File: config.mk
export PLATFORM = sky130hd
export DESIGN_NAME = clock_generator_config
export DESIGN_NICKNAME = d
export VERILOG_FILES = /design/src/hdl/clock_generator_config.v /design/src/hdl/clock_ratio_divider.v
export VERILOG_INCLUDE_DIRS = /design/src /design/src/hdl
export SDC_FILE = /design/constraint.sdc
export NUM_CORES = 1
export LEC_CHECK = 0
export BUFFER_PORTS_ARGS = -buffer_cell sky130_fd_sc_hd__buf_2
export CAP_MARGIN = 20
export CORE_UTILIZATION = 59
export DETAILED_ROUTE_END_ITERATION = 6
export GPL_ROUTABILITY_DRIVEN = 0
export PLACE_DENSITY_LB_ADDON = 0.25
export SYNTH_ARGS = -nofsm -noshare
export SYNTH_HDL_FRONTEND = slang
export SYNTH_SLANG_ARGS = --single-unit
File: constraint.sdc
create_clock -name aclk -period 3.5 [get_ports aclk]
set_clock_uncertainty 0.2 [all_clocks]
set_input_delay 0.35 -clock aclk [delete_from_list [all_inputs] [get_ports aclk]]
set_output_delay 0.35 -clock aclk [all_outputs]
set_load 0.05 [all_outputs]
File: src/hdl/clock_generator_config_map.vh
/*
 Register map, field positions, reset values and masks of the clock
 generator configuration block. Definitions only; included by bare name.
*/
`ifndef CLOCK_GENERATOR_CONFIG_MAP_VH
`define CLOCK_GENERATOR_CONFIG_MAP_VH

`define OFS_PERIPH_STATE 8'h18
`define OFS_USB_PLL_BIAS 8'h1c
`define OFS_MAIN_OSC 8'h20
`define OFS_FREQ_METER 8'h24
`define OFS_PLL_SETUP 8'h28
`define OFS_MASTER_CLK 8'h30
`define OFS_OUT_CLK0 8'h40
`define OFS_OUT_CLK1 8'h44
`define OFS_CLK_STATUS 8'h68

`define RST_USB_PLL_BIAS 32'h00000000
`define RST_MAIN_OSC 32'h00000000
`define RST_PLL_SETUP 32'h00003f00
`define RST_MASTER_CLK 32'h00000000
`define RST_OUT_CLK 32'h00000000

`define MASK_USB_PLL_BIAS 32'hf1f10000
`define MASK_MAIN_OSC 32'h0000ff03
`define MASK_PLL_SETUP 32'h07ffffff
`define MASK_MASTER_CLK 32'h0000031f
`define MASK_OUT_CLK 32'h0000001f
`define MASK_PERIPH_STATE 32'hfffffffc

`define UPLL_EN_BIT 16
`define UPLL_CNT_LSB 20
`define UPLL_CNT_MSB 23
`define BIAS_EN_BIT 24
`define BIAS_CNT_LSB 28
`define BIAS_CNT_MSB 31
`define OSC_EN_BIT 0
`define OSC_BYP_BIT 1
`define OSC_CNT_LSB 8
`define OSC_CNT_MSB 15
`define FREQ_VALID_BIT 16
`define PLL_DIV_LSB 0
`define PLL_DIV_MSB 7
`define PLL_CNT_LSB 8
`define PLL_CNT_MSB 13
`define PLL_RANGE_LSB 14
`define PLL_RANGE_MSB 15
`define PLL_MUL_LSB 16
`define PLL_MUL_MSB 26
`define CSS_LSB 0
`define CSS_MSB 1
`define CLOCK_PRESCALER_LSB 2
`define CLOCK_PRESCALER_MSB 4
`define MASTER_CLOCK_DIVISION_LSB 8
`define MASTER_CLOCK_DIVISION_MSB 9
`define ST_OSC_STABLE 0
`define ST_PLL_LOCK 1
`define ST_MCK_READY 3
`define ST_UPLL_LOCK 6

`define CSS_SLOW 2'b00
`define CSS_MAIN 2'b01
`define CSS_PLL 2'b10
`define STARTUP_SHIFT 3'b000
`define FREQ_WINDOW_LAST 4'hf
`define RESP_OKAY 2'b00
`define RESP_SLVERR 2'b10

`endif

File: src/hdl/clock_generator_config.v
/*
 Clock generator configuration: AXI4-Lite register file, start-up counters,
 frequency meter, PLL setup and clock source/prescaler selection.
 Assumes slow, main and PLL clocks arrive as asynchronous pins sampled on aclk,
 each much slower than aclk.
*/
// Decided for this implementation: register access over AXI4-Lite and the placing of the registers.
//
// Summary of operation
// Peripheral status bits mirror running peripheral clocks
// USB PLL lock only after start-up elapses
// USB PLL start-up is count times 8
// Bias enable gates high-speed USB operation
// Bias start-up is count slow cycles
// Oscillator stable only after start-up elapses
// Software never sets enable and bypass together
// Bypass sets oscillator stable flag immediately
// Clearing enable and bypass clears stable
// Oscillator start-up is count times 8
// Meter counts main cycles in 16 slow
// Frequency valid only after enable and count
// PLL divider: 0 off, 1 bypass, else divide
// PLL lock after count following each write
// Multiplier zero stops PLL, else times plus one
// Software programs PLL range to match output
// Source select: slow, main, PLL, reserved
// Prescaler divides by two to the field
// Master division by one, two or four
// Master ready flag after each reconfiguration
// Disabling PLLs clears lock until recount
// Software avoids reserved encodings
// Writes to read-only registers are ignored
`timescale 1ns/1ps
`default_nettype none
`include "clock_generator_config_map.vh"
module clock_generator_config #(
    parameter ADDR_W = 8
) (
    input wire aclk,
    input wire aresetn,
    input wire [ADDR_W-1:0] s_axi_awaddr,
    input wire [2:0] s_axi_awprot,
    input wire s_axi_awvalid,
    output wire s_axi_awready,
    input wire [31:0] s_axi_wdata,
    input wire [3:0] s_axi_wstrb,
    input wire s_axi_wvalid,
    output wire s_axi_wready,
    output reg [1:0] s_axi_bresp,
    output reg s_axi_bvalid,
    input wire s_axi_bready,
    input wire [ADDR_W-1:0] s_axi_araddr,
    input wire [2:0] s_axi_arprot,
    input wire s_axi_arvalid,
    output wire s_axi_arready,
    output reg [31:0] s_axi_rdata,
    output reg [1:0] s_axi_rresp,
    output reg s_axi_rvalid,
    input wire s_axi_rready,
    input wire slow_clk_pin,
    input wire main_clk_pin,
    input wire pll_clk_pin,
    input wire [31:0] periph_clock_bit,
    output reg usb_pll_enable,
    output reg usb_bias_enable,
    output reg usb_bias_ready,
    output reg usb_hs_allowed,
    output reg main_osc_enable,
    output reg main_osc_bypass,
    output reg pll_enable,
    output reg [11:0] pll_mul_factor,
    output reg [1:0] pll_freq_range,
    output reg pll_ref_tick,
    output wire proc_clk_tick,
    output wire master_clk_tick,
    output wire [1:0] prog_clk_tick
);
    localparam [2:0] FM_IDLE = 3'b001;
    localparam [2:0] FM_ALIGN = 3'b010;
    localparam [2:0] FM_COUNT = 3'b100;

    function [31:0] merge_bytes;
        input [31:0] old_val;
        input [31:0] new_val;
        input [3:0] strb;
        integer i;
        begin
            merge_bytes = old_val;
            for (i = 0; i < 4; i = i + 1) begin
                if (strb[i]) begin
                    merge_bytes[i*8 +: 8] = new_val[i*8 +: 8];
                end
            end
        end
    endfunction

    function mapped;
        input [7:0] a;
        begin
            mapped = (a == `OFS_PERIPH_STATE) || (a == `OFS_USB_PLL_BIAS) ||
                (a == `OFS_MAIN_OSC) || (a == `OFS_FREQ_METER) ||
                (a == `OFS_PLL_SETUP) || (a == `OFS_MASTER_CLK) ||
                (a == `OFS_OUT_CLK0) || (a == `OFS_OUT_CLK1) ||
                (a == `OFS_CLK_STATUS);
        end
    endfunction

    function pick_source;
        input [1:0] clock_source_select;
        input slow_t;
        input main_t;
        input pll_t;
        begin
            case (clock_source_select)
                `CSS_SLOW: pick_source = slow_t;
                `CSS_MAIN: pick_source = main_t;
                `CSS_PLL: pick_source = pll_t;
                default: pick_source = 1'b0;
            endcase
        end
    endfunction

    // Pin synchronisers: slow, main, PLL
    reg [2:0] sync1_ff, sync2_ff, sync3_ff, level_ff;
    wire [2:0] agree = ~(sync2_ff ^ sync3_ff);
    wire [2:0] rise_tick = agree & sync3_ff & ~level_ff;
    wire slow_tick = rise_tick[0];
    wire main_tick = rise_tick[1];
    wire pll_tick = rise_tick[2];

    always @(posedge aclk) begin
        if (!aresetn) begin
            sync1_ff <= 3'b000;
            sync2_ff <= 3'b000;
            sync3_ff <= 3'b000;
            level_ff <= 3'b000;
        end else begin
            sync1_ff <= {pll_clk_pin, main_clk_pin, slow_clk_pin};
            sync2_ff <= sync1_ff;
            sync3_ff <= sync2_ff;
            level_ff <= (agree & sync3_ff) | (~agree & level_ff);
        end
    end

    // AXI4-Lite write path
    reg aw_got_ff, w_got_ff;
    reg [7:0] waddr_ff;
    reg [31:0] wdata_ff;
    reg [3:0] wstrb_ff;
    wire do_write = aw_got_ff && w_got_ff;
    wire [7:0] wr_ofs = {waddr_ff[7:2], 2'b00};

    assign s_axi_awready = !aw_got_ff && !s_axi_bvalid;
    assign s_axi_wready = !w_got_ff && !s_axi_bvalid;

    always @(posedge aclk) begin
        if (!aresetn) begin
            aw_got_ff <= 1'b0;
            w_got_ff <= 1'b0;
            waddr_ff <= 8'h00;
            wdata_ff <= 32'h00000000;
            wstrb_ff <= 4'h0;
            s_axi_bvalid <= 1'b0;
            s_axi_bresp <= `RESP_OKAY;
        end else begin
            if (s_axi_awvalid && s_axi_awready) begin
                aw_got_ff <= 1'b1;
                waddr_ff <= s_axi_awaddr[7:0];
            end
            if (s_axi_wvalid && s_axi_wready) begin
                w_got_ff <= 1'b1;
                wdata_ff <= s_axi_wdata;
                wstrb_ff <= s_axi_wstrb;
            end
            if (do_write) begin
                aw_got_ff <= 1'b0;
                w_got_ff <= 1'b0;
                s_axi_bvalid <= 1'b1;
                s_axi_bresp <= mapped(wr_ofs) ? `RESP_OKAY : `RESP_SLVERR;
            end else if (s_axi_bvalid && s_axi_bready) begin
                s_axi_bvalid <= 1'b0;
            end
        end
    end

    // Writable registers; read-only offsets fall through unchanged
    reg [31:0] uckr_ff, mor_ff, pllr_ff, mckr_ff, pck0_ff, pck1_ff;
    wire wr_uckr = do_write && (wr_ofs == `OFS_USB_PLL_BIAS);
    wire wr_mor = do_write && (wr_ofs == `OFS_MAIN_OSC);
    wire wr_pllr = do_write && (wr_ofs == `OFS_PLL_SETUP);
    wire wr_mckr = do_write && (wr_ofs == `OFS_MASTER_CLK);
    wire wr_pck0 = do_write && (wr_ofs == `OFS_OUT_CLK0);
    wire wr_pck1 = do_write && (wr_ofs == `OFS_OUT_CLK1);

    always @(posedge aclk) begin
        if (!aresetn) begin
            uckr_ff <= `RST_USB_PLL_BIAS;
            mor_ff <= `RST_MAIN_OSC;
            pllr_ff <= `RST_PLL_SETUP;
            mckr_ff <= `RST_MASTER_CLK;
            pck0_ff <= `RST_OUT_CLK;
            pck1_ff <= `RST_OUT_CLK;
        end else begin
            if (wr_uckr)
                uckr_ff <= merge_bytes(uckr_ff, wdata_ff, wstrb_ff) & `MASK_USB_PLL_BIAS;
            if (wr_mor)
                mor_ff <= merge_bytes(mor_ff, wdata_ff, wstrb_ff) & `MASK_MAIN_OSC;
            if (wr_pllr)
                pllr_ff <= merge_bytes(pllr_ff, wdata_ff, wstrb_ff) & `MASK_PLL_SETUP;
            if (wr_mckr)
                mckr_ff <= merge_bytes(mckr_ff, wdata_ff, wstrb_ff) & `MASK_MASTER_CLK;
            if (wr_pck0)
                pck0_ff <= merge_bytes(pck0_ff, wdata_ff, wstrb_ff) & `MASK_OUT_CLK;
            if (wr_pck1)
                pck1_ff <= merge_bytes(pck1_ff, wdata_ff, wstrb_ff) & `MASK_OUT_CLK;
        end
    end

    wire upll_en = uckr_ff[`UPLL_EN_BIT];
    wire bias_en = uckr_ff[`BIAS_EN_BIT];
    wire osc_en = mor_ff[`OSC_EN_BIT];
    wire osc_byp = mor_ff[`OSC_BYP_BIT];
    wire [7:0] pll_div = pllr_ff[`PLL_DIV_MSB:`PLL_DIV_LSB];
    wire [10:0] pll_mul = pllr_ff[`PLL_MUL_MSB:`PLL_MUL_LSB];
    wire [6:0] upll_target = {uckr_ff[`UPLL_CNT_MSB:`UPLL_CNT_LSB], `STARTUP_SHIFT};
    wire [3:0] bias_target = uckr_ff[`BIAS_CNT_MSB:`BIAS_CNT_LSB];
    wire [10:0] osc_target = {mor_ff[`OSC_CNT_MSB:`OSC_CNT_LSB], `STARTUP_SHIFT};
    wire [5:0] pll_target = pllr_ff[`PLL_CNT_MSB:`PLL_CNT_LSB];

    // Start-up counters on slow clock ticks
    reg [6:0] upll_cnt_ff;
    reg upll_lock_ff;
    reg [3:0] bias_cnt_ff;
    reg [10:0] osc_cnt_ff;
    reg osc_stable_ff;
    reg [5:0] pll_cnt_ff;
    reg pll_lock_ff;

    always @(posedge aclk) begin
        if (!aresetn || !upll_en) begin
            upll_cnt_ff <= 7'h00;
            upll_lock_ff <= 1'b0;
        end else if (upll_cnt_ff >= upll_target) begin
            upll_lock_ff <= 1'b1;
        end else if (slow_tick) begin
            upll_cnt_ff <= upll_cnt_ff + 1'b1;
        end
    end

    always @(posedge aclk) begin
        if (!aresetn || !bias_en) begin
            bias_cnt_ff <= 4'h0;
            usb_bias_ready <= 1'b0;
        end else if (bias_cnt_ff >= bias_target) begin
            usb_bias_ready <= 1'b1;
        end else if (slow_tick) begin
            bias_cnt_ff <= bias_cnt_ff + 1'b1;
        end
    end

    always @(posedge aclk) begin
        if (!aresetn || (!osc_en && !osc_byp)) begin
            osc_cnt_ff <= 11'h000;
            osc_stable_ff <= 1'b0;
        end else if (osc_byp) begin
            osc_stable_ff <= 1'b1;
        end else if (osc_cnt_ff >= osc_target) begin
            osc_stable_ff <= 1'b1;
        end else if (slow_tick) begin
            osc_cnt_ff <= osc_cnt_ff + 1'b1;
        end
    end

    always @(posedge aclk) begin
        if (!aresetn || wr_pllr || pll_mul == 11'h000) begin
            pll_cnt_ff <= 6'h00;
            pll_lock_ff <= 1'b0;
        end else if (pll_cnt_ff >= pll_target) begin
            pll_lock_ff <= 1'b1;
        end else if (slow_tick) begin
            pll_cnt_ff <= pll_cnt_ff + 1'b1;
        end
    end

    // Main clock frequency meter
    reg [2:0] fm_state_ff;
    reg [3:0] win_cnt_ff;
    reg [15:0] acc_ff;
    reg [15:0] freq_count_ff;
    reg freq_valid_ff;

    always @(posedge aclk) begin
        if (!aresetn || !osc_stable_ff) begin
            fm_state_ff <= FM_IDLE;
            win_cnt_ff <= 4'h0;
            acc_ff <= 16'h0000;
            freq_count_ff <= 16'h0000;
            freq_valid_ff <= 1'b0;
        end else begin
            case (fm_state_ff)
                FM_IDLE: begin
                    fm_state_ff <= FM_ALIGN;
                end
                FM_ALIGN: begin
                    if (slow_tick) begin
                        fm_state_ff <= FM_COUNT;
                        win_cnt_ff <= 4'h0;
                        acc_ff <= 16'h0000;
                    end
                end
                FM_COUNT: begin
                    if (slow_tick && win_cnt_ff == `FREQ_WINDOW_LAST) begin
                        freq_count_ff <= acc_ff + {15'h0000, main_tick};
                        freq_valid_ff <= 1'b1;
                        acc_ff <= 16'h0000;
                        win_cnt_ff <= 4'h0;
                    end else begin
                        acc_ff <= acc_ff + {15'h0000, main_tick};
                        if (slow_tick)
                            win_cnt_ff <= win_cnt_ff + 1'b1;
                    end
                end
                default: begin
                    fm_state_ff <= FM_IDLE;
                end
            endcase
        end
    end

    // PLL input divider on main clock ticks
    reg [7:0] div_cnt_ff;
    always @(posedge aclk) begin
        if (!aresetn || wr_pllr) begin
            div_cnt_ff <= 8'h00;
            pll_ref_tick <= 1'b0;
        end else begin
            pll_ref_tick <= 1'b0;
            if (pll_div == 8'h01) begin
                pll_ref_tick <= main_tick;
            end else if (pll_div != 8'h00 && main_tick) begin
                if (div_cnt_ff >= pll_div - 8'h01) begin
                    div_cnt_ff <= 8'h00;
                    pll_ref_tick <= 1'b1;
                end else begin
                    div_cnt_ff <= div_cnt_ff + 8'h01;
                end
            end
        end
    end

    // Clock selection and division chains
    wire mck_src = pick_source(mckr_ff[`CSS_MSB:`CSS_LSB], slow_tick, main_tick, pll_tick);
    wire pck0_src = pick_source(pck0_ff[`CSS_MSB:`CSS_LSB], slow_tick, main_tick, pll_tick);
    wire pck1_src = pick_source(pck1_ff[`CSS_MSB:`CSS_LSB], slow_tick, main_tick, pll_tick);
    wire [2:0] master_clock_division_log2 = {1'b0, mckr_ff[`MASTER_CLOCK_DIVISION_MSB:`MASTER_CLOCK_DIVISION_LSB]};

    clock_ratio_divider u_proc_div (
        .aclk(aclk),
        .aresetn(aresetn),
        .src_tick(mck_src),
        .ratio_log2(mckr_ff[`CLOCK_PRESCALER_MSB:`CLOCK_PRESCALER_LSB]),
        .restart(wr_mckr),
        .out_tick(proc_clk_tick)
    );
    clock_ratio_divider u_master_div (
        .aclk(aclk),
        .aresetn(aresetn),
        .src_tick(proc_clk_tick),
        .ratio_log2(master_clock_division_log2),
        .restart(wr_mckr),
        .out_tick(master_clk_tick)
    );
    clock_ratio_divider u_pck0_div (
        .aclk(aclk),
        .aresetn(aresetn),
        .src_tick(pck0_src),
        .ratio_log2(pck0_ff[`CLOCK_PRESCALER_MSB:`CLOCK_PRESCALER_LSB]),
        .restart(wr_pck0),
        .out_tick(prog_clk_tick[0])
    );
    clock_ratio_divider u_pck1_div (
        .aclk(aclk),
        .aresetn(aresetn),
        .src_tick(pck1_src),
        .ratio_log2(pck1_ff[`CLOCK_PRESCALER_MSB:`CLOCK_PRESCALER_LSB]),
        .restart(wr_pck1),
        .out_tick(prog_clk_tick[1])
    );

    // Master ready drops on reconfiguration unless a master tick falls in the write cycle; returns with the first new tick
    reg mck_ready_ff;
    always @(posedge aclk) begin
        if (!aresetn) begin
            mck_ready_ff <= 1'b1;
        end else if (master_clk_tick) begin
            mck_ready_ff <= 1'b1;
        end else if (wr_mckr) begin
            mck_ready_ff <= 1'b0;
        end
    end

    // Control outputs
    always @(posedge aclk) begin
        if (!aresetn) begin
            usb_pll_enable <= 1'b0;
            usb_bias_enable <= 1'b0;
            usb_hs_allowed <= 1'b0;
            main_osc_enable <= 1'b0;
            main_osc_bypass <= 1'b0;
            pll_enable <= 1'b0;
            pll_mul_factor <= 12'h000;
            pll_freq_range <= 2'b00;
        end else begin
            usb_pll_enable <= upll_en;
            usb_bias_enable <= bias_en;
            usb_hs_allowed <= bias_en;
            main_osc_enable <= osc_en;
            main_osc_bypass <= osc_byp;
            pll_enable <= (pll_mul != 11'h000);
            pll_mul_factor <= {1'b0, pll_mul} + 12'h001;
            pll_freq_range <= pllr_ff[`PLL_RANGE_MSB:`PLL_RANGE_LSB];
        end
    end

    // AXI4-Lite read path
    reg [31:0] rd_mux;
    wire [7:0] rd_ofs = {s_axi_araddr[7:2], 2'b00};
    assign s_axi_arready = !s_axi_rvalid;

    always @* begin
        rd_mux = 32'h00000000;
        case (rd_ofs)
            `OFS_PERIPH_STATE: rd_mux = periph_clock_bit & `MASK_PERIPH_STATE;
            `OFS_USB_PLL_BIAS: rd_mux = uckr_ff;
            `OFS_MAIN_OSC: rd_mux = mor_ff;
            `OFS_FREQ_METER: begin
                rd_mux[15:0] = freq_count_ff;
                rd_mux[`FREQ_VALID_BIT] = freq_valid_ff;
            end
            `OFS_PLL_SETUP: rd_mux = pllr_ff;
            `OFS_MASTER_CLK: rd_mux = mckr_ff;
            `OFS_OUT_CLK0: rd_mux = pck0_ff;
            `OFS_OUT_CLK1: rd_mux = pck1_ff;
            `OFS_CLK_STATUS: begin
                rd_mux[`ST_OSC_STABLE] = osc_stable_ff;
                rd_mux[`ST_PLL_LOCK] = pll_lock_ff;
                rd_mux[`ST_MCK_READY] = mck_ready_ff;
                rd_mux[`ST_UPLL_LOCK] = upll_lock_ff;
            end
            default: rd_mux = 32'h00000000;
        endcase
    end

    always @(posedge aclk) begin
        if (!aresetn) begin
            s_axi_rvalid <= 1'b0;
            s_axi_rdata <= 32'h00000000;
            s_axi_rresp <= `RESP_OKAY;
        end else if (s_axi_arvalid && s_axi_arready) begin
            s_axi_rvalid <= 1'b1;
            s_axi_rdata <= rd_mux;
            s_axi_rresp <= mapped(rd_ofs) ? `RESP_OKAY : `RESP_SLVERR;
        end else if (s_axi_rvalid && s_axi_rready) begin
            s_axi_rvalid <= 1'b0;
        end
    end
endmodule
`default_nettype wire

File: src/hdl/clock_ratio_divider.v
/*
 Power-of-two tick divider used for prescaler and master division stages.
 Assumes src_tick is a one-cycle pulse on aclk, one per source period.
*/
`timescale 1ns/1ps
`default_nettype none
module clock_ratio_divider #(
    parameter CNT_W = 6
) (
    input wire aclk,
    input wire aresetn,
    input wire src_tick,
    input wire [2:0] ratio_log2,
    input wire restart,
    output reg out_tick
);
    reg [CNT_W-1:0] cnt_ff;
    wire [CNT_W-1:0] last_cnt;

    // Terminal count is 2^ratio - 1, at most 2^CNT_W - 1 (63 for ratio 6 and 7)
    assign last_cnt = ~({CNT_W{1'b1}} << ratio_log2);

    always @(posedge aclk) begin
        if (!aresetn || restart) begin
            cnt_ff <= {CNT_W{1'b0}};
            out_tick <= 1'b0;
        end else begin
            out_tick <= 1'b0;
            if (src_tick) begin
                if (cnt_ff >= last_cnt) begin
                    cnt_ff <= {CNT_W{1'b0}};
                    out_tick <= 1'b1;
                end else begin
                    cnt_ff <= cnt_ff + 1'b1;
                end
            end
        end
    end
endmodule
`default_nettype wire

==> run metrics <==
cell taking the most area after synthesis dfxtp_1; P_int 0.00537 W; Initial Utilization 0.603; DRC viols 0; vias in the first global route 12.0k; post-DP HPWL 26000 um; TritonCTS clock tree done; slowest CP cell or4_4; Worst Setup Start Kind register; I/O Buffers around 150; Seq pwr share 0.474; H-tree depth 1; grt ovf 0; status finished, final reports clean; crit path kind reg2reg; area growth from synthesis to layout 19.5%; Async SR Flop Fraction 0; Synth Register Bits 284; Detailed Route Iter0 Violations around 1.2k; worst-path cell chain or4_4, nor4_1, xnor2_1, ha_1, nand4_1, nor2_1, a211oi_1, buf_4, and3_4, a221o_1; crit-path max FO 11; Net Switching 0.00169 W; Routed wire per std cell around 18 um; VDD IR-drop max 0.353 mV; largest net degree at the start of global routing 92; final hold vios 0; Placed Instances about 2.0k; final core occ 0.720; setup tns final 0 ps; RSZ-0062 raised after global routing no; Sw Ratio 0.240; CP arrival 3250 ps; max cap viols 0; Synth Warn # 0; Slew Limit Fails 0; remaining antenna violation count 0; Post-CTS Setup Repair Bufs 0; drt via density 6.05; total global-route track usage 0.313; Num CTS Buffers 29; final setup vio count 0; Synth cell types 73; area of the core 0.0227 sq mm; pwr dens 432 mW/mm^2; syn avg cell area 8.50 sq um; fin crit share 0.858; max frequency 333 MHz; leakage power 6.75 nW; CP max stage delay 570 ps; Top FF cell, synth dfxtp_1; CP Capture Type register; first-pass GRT wire length roughly 60000 um; Seq/Total Area, Yosys 0.415; Comb pwr share 0.070; Min-Delay Path Class in2reg; Rows 55; Slew headroom 0.286; DRT Pass-1 Iters 5; die height between 150 and 200 um; Period minus WS final 3000 ps; CTS Buffer Depth 3; Layout Cells excl Fill 2109; IO Count 167; Slew @ Worst Pin ~1100 ps; Pwr Total 0.00706 W; required time worst endpoint about 3800 ps; number of flops mapped to enable cells by yosys 0; mapped cell area 0.0137 sq mm; clock root buffer master clkbuf_16; Die Footprint between 0.02 and 0.025 sq mm; Worst-path clk slew ~60 ps; vias 12.8k; Final Net Count ~2.0k; final wirelength 38000 um; Yosys top cell area share 0.415; clock sinks around 280; DIE WIDTH 154 um; Clk network pwr share 0.456; cell count after synthesis around 1.6k; fillers 1706; antenna violations before repair 2; dominant cells by area after synthesis dfxtp_1 (42%), ha_1 (6.7%), nand2_1 (5.5%), a21oi_1 (4.7%), mux2i_1 (4.5%); Clock Latency Late Sink 560 ps; share of cells above drive strength 1 0.144
## registers in the layout, summed over array words and instances (netlist names), 7 cells and up, named ones only
name            count
mor_ff             10
uckr_ff            10
pllr_ff            27
mckr_ff             7
s_axi_rdata        32
freq_count_ff      16
wdata_ff           31
pll_mul_factor     12
upll_cnt_ff         7
acc_ff             16
div_cnt_ff          8
osc_cnt_ff         11
## power groups by stage
stage | registers (W) | clock network [W] | logic [W]
detailed placement | 0.00341 | 0 | 0.000423
global placement | 0.00341 | 0 | 0.000416
finish | 0.00334 | 0.00322 | 0.000495
CTS | 0.00334 | 0.00323 | 0.000485
floorplan | 0.00345 | 0 | 0.000230
global route | 0.00335 | 0.00338 | 0.000526
## through the flow
stage	worst slack, ps	hold WS (ps)	cell area [sq um]
4_1_cts	526	17.0	16300
3_3_place_gp	606	229	14700
2_1_floorplan	667	212	13700
6_report	496	24.5	16400
3_5_place_dp	541	231	14700
5_1_grt	382	44.8	16400
## cells in the mapped netlist (all sizes together) (16+ instances only)
| cell type | n |
|---|---|
| a21oi | 129 |
| a22oi | 20 |
| and2 | 22 |
| and3 | 17 |
| buf | 19 |
| clkbuf | 68 |
| dfxtp | 284 |
| ha | 73 |
| inv | 54 |
| mux2i | 62 |
| nand2 | 202 |
| nand2b | 16 |
| nand3 | 89 |
| nor2 | 158 |
| nor2b | 19 |
| nor3 | 37 |
| o21ai | 59 |
| or3 | 17 |
| xnor2 | 19 |
| xor2 | 21 |
## final cells by class
type                       count  area (sq um)  share of cell area
antenna                        3          7.51            0.000459
clock buffer                  39           833              0.0509
clock inverter                15           169              0.0103
inverter                      54           205              0.0125
multi-input combinational   1187          7480               0.457
sequential                   284          5690               0.348
tap                          285           357              0.0218
timing repair buffer         242          1620              0.0991
## kinds of logic after synthesis
| logic type | count (synthesis) | synth area share |
|---|---|---|
| adders and majority gates | 73 | 0.0667 |
| xor gates and xnor gates | 40 | 0.0256 |
| muxes | 73 | 0.0544 |
| AOI/OAI and AO/OA | 331 | 0.158 |
| buffers and inverters | 141 | 0.0405 |
| and+or+nand+nor | 668 | 0.239 |
| DFF | 284 | 0.415 |
| other | 1 | 0.000274 |
## placed cells by master, fill, tap and decap left out, types with 15 or more instances in the layout
cell type	synthesis	routed
dfxtp_1	284	284
nand2_1	202	202
nor2_1	158	158
buf_2	5	151
a21oi_1	129	129
nand3_1	88	88
ha_1	73	73
dlygate4sd3_1	0	68
mux2i_1	62	62
o21ai_0	57	57
inv_1	54	53
nor3_1	37	37
clkbuf_16	0	29
and2_1	22	22
buf_4	5	22
xor2_1	21	21
a22oi_1	20	20
xnor2_1	19	19
nor2b_1	19	18
or3_1	17	17
and3_1	16	16
nand2b_1	16	16
a221oi_1	15	15
a31oi_1	15	15
## worst max-delay path, delay by kind of cell (launching register included)
kind | cells | cell delay (ps)
DFF | 1 | 380
AOI/OAI and AO/OA | 2 | 420
buffers and inverters | 1 | 190
xor gates and xnor gates | 1 | 130
adders and majority gates | 1 | 320
and+or+nand+nor | 5 | 1240
## worst paths after layout
kind                   startpoint              end  slack, ps  depth (start not counted)
max                    pllr_ff[3]    div_cnt_ff[7]        500                         10
min          periph_clock_bit[23]  s_axi_rdata[23]         20                          4
max reg2reg            pllr_ff[3]    div_cnt_ff[7]        500                         10
min reg2reg           sync1_ff[2]      sync2_ff[2]        250                          1
## metal layers
layer / global-route usage / vias up / part of all wire / wire, um
met5: 0 / - / 0 / 0
met4: 0.140 / 0 / 0.043 / 1620
met3: 0.0446 / 112 / 0.064 / 2440
met2: 0.536 / 489 / 0.48 / 18200
met1: 0.391 / 6050 / 0.41 / 15800
li1: - / 6101 / - / -
## repair_timing
action                    CTS  global route
gates resized for setup     0             0
hold endpoints to repair   67             0
hold buffers               68             0
No activity file was read; power rests on OpenSTA's default activity.
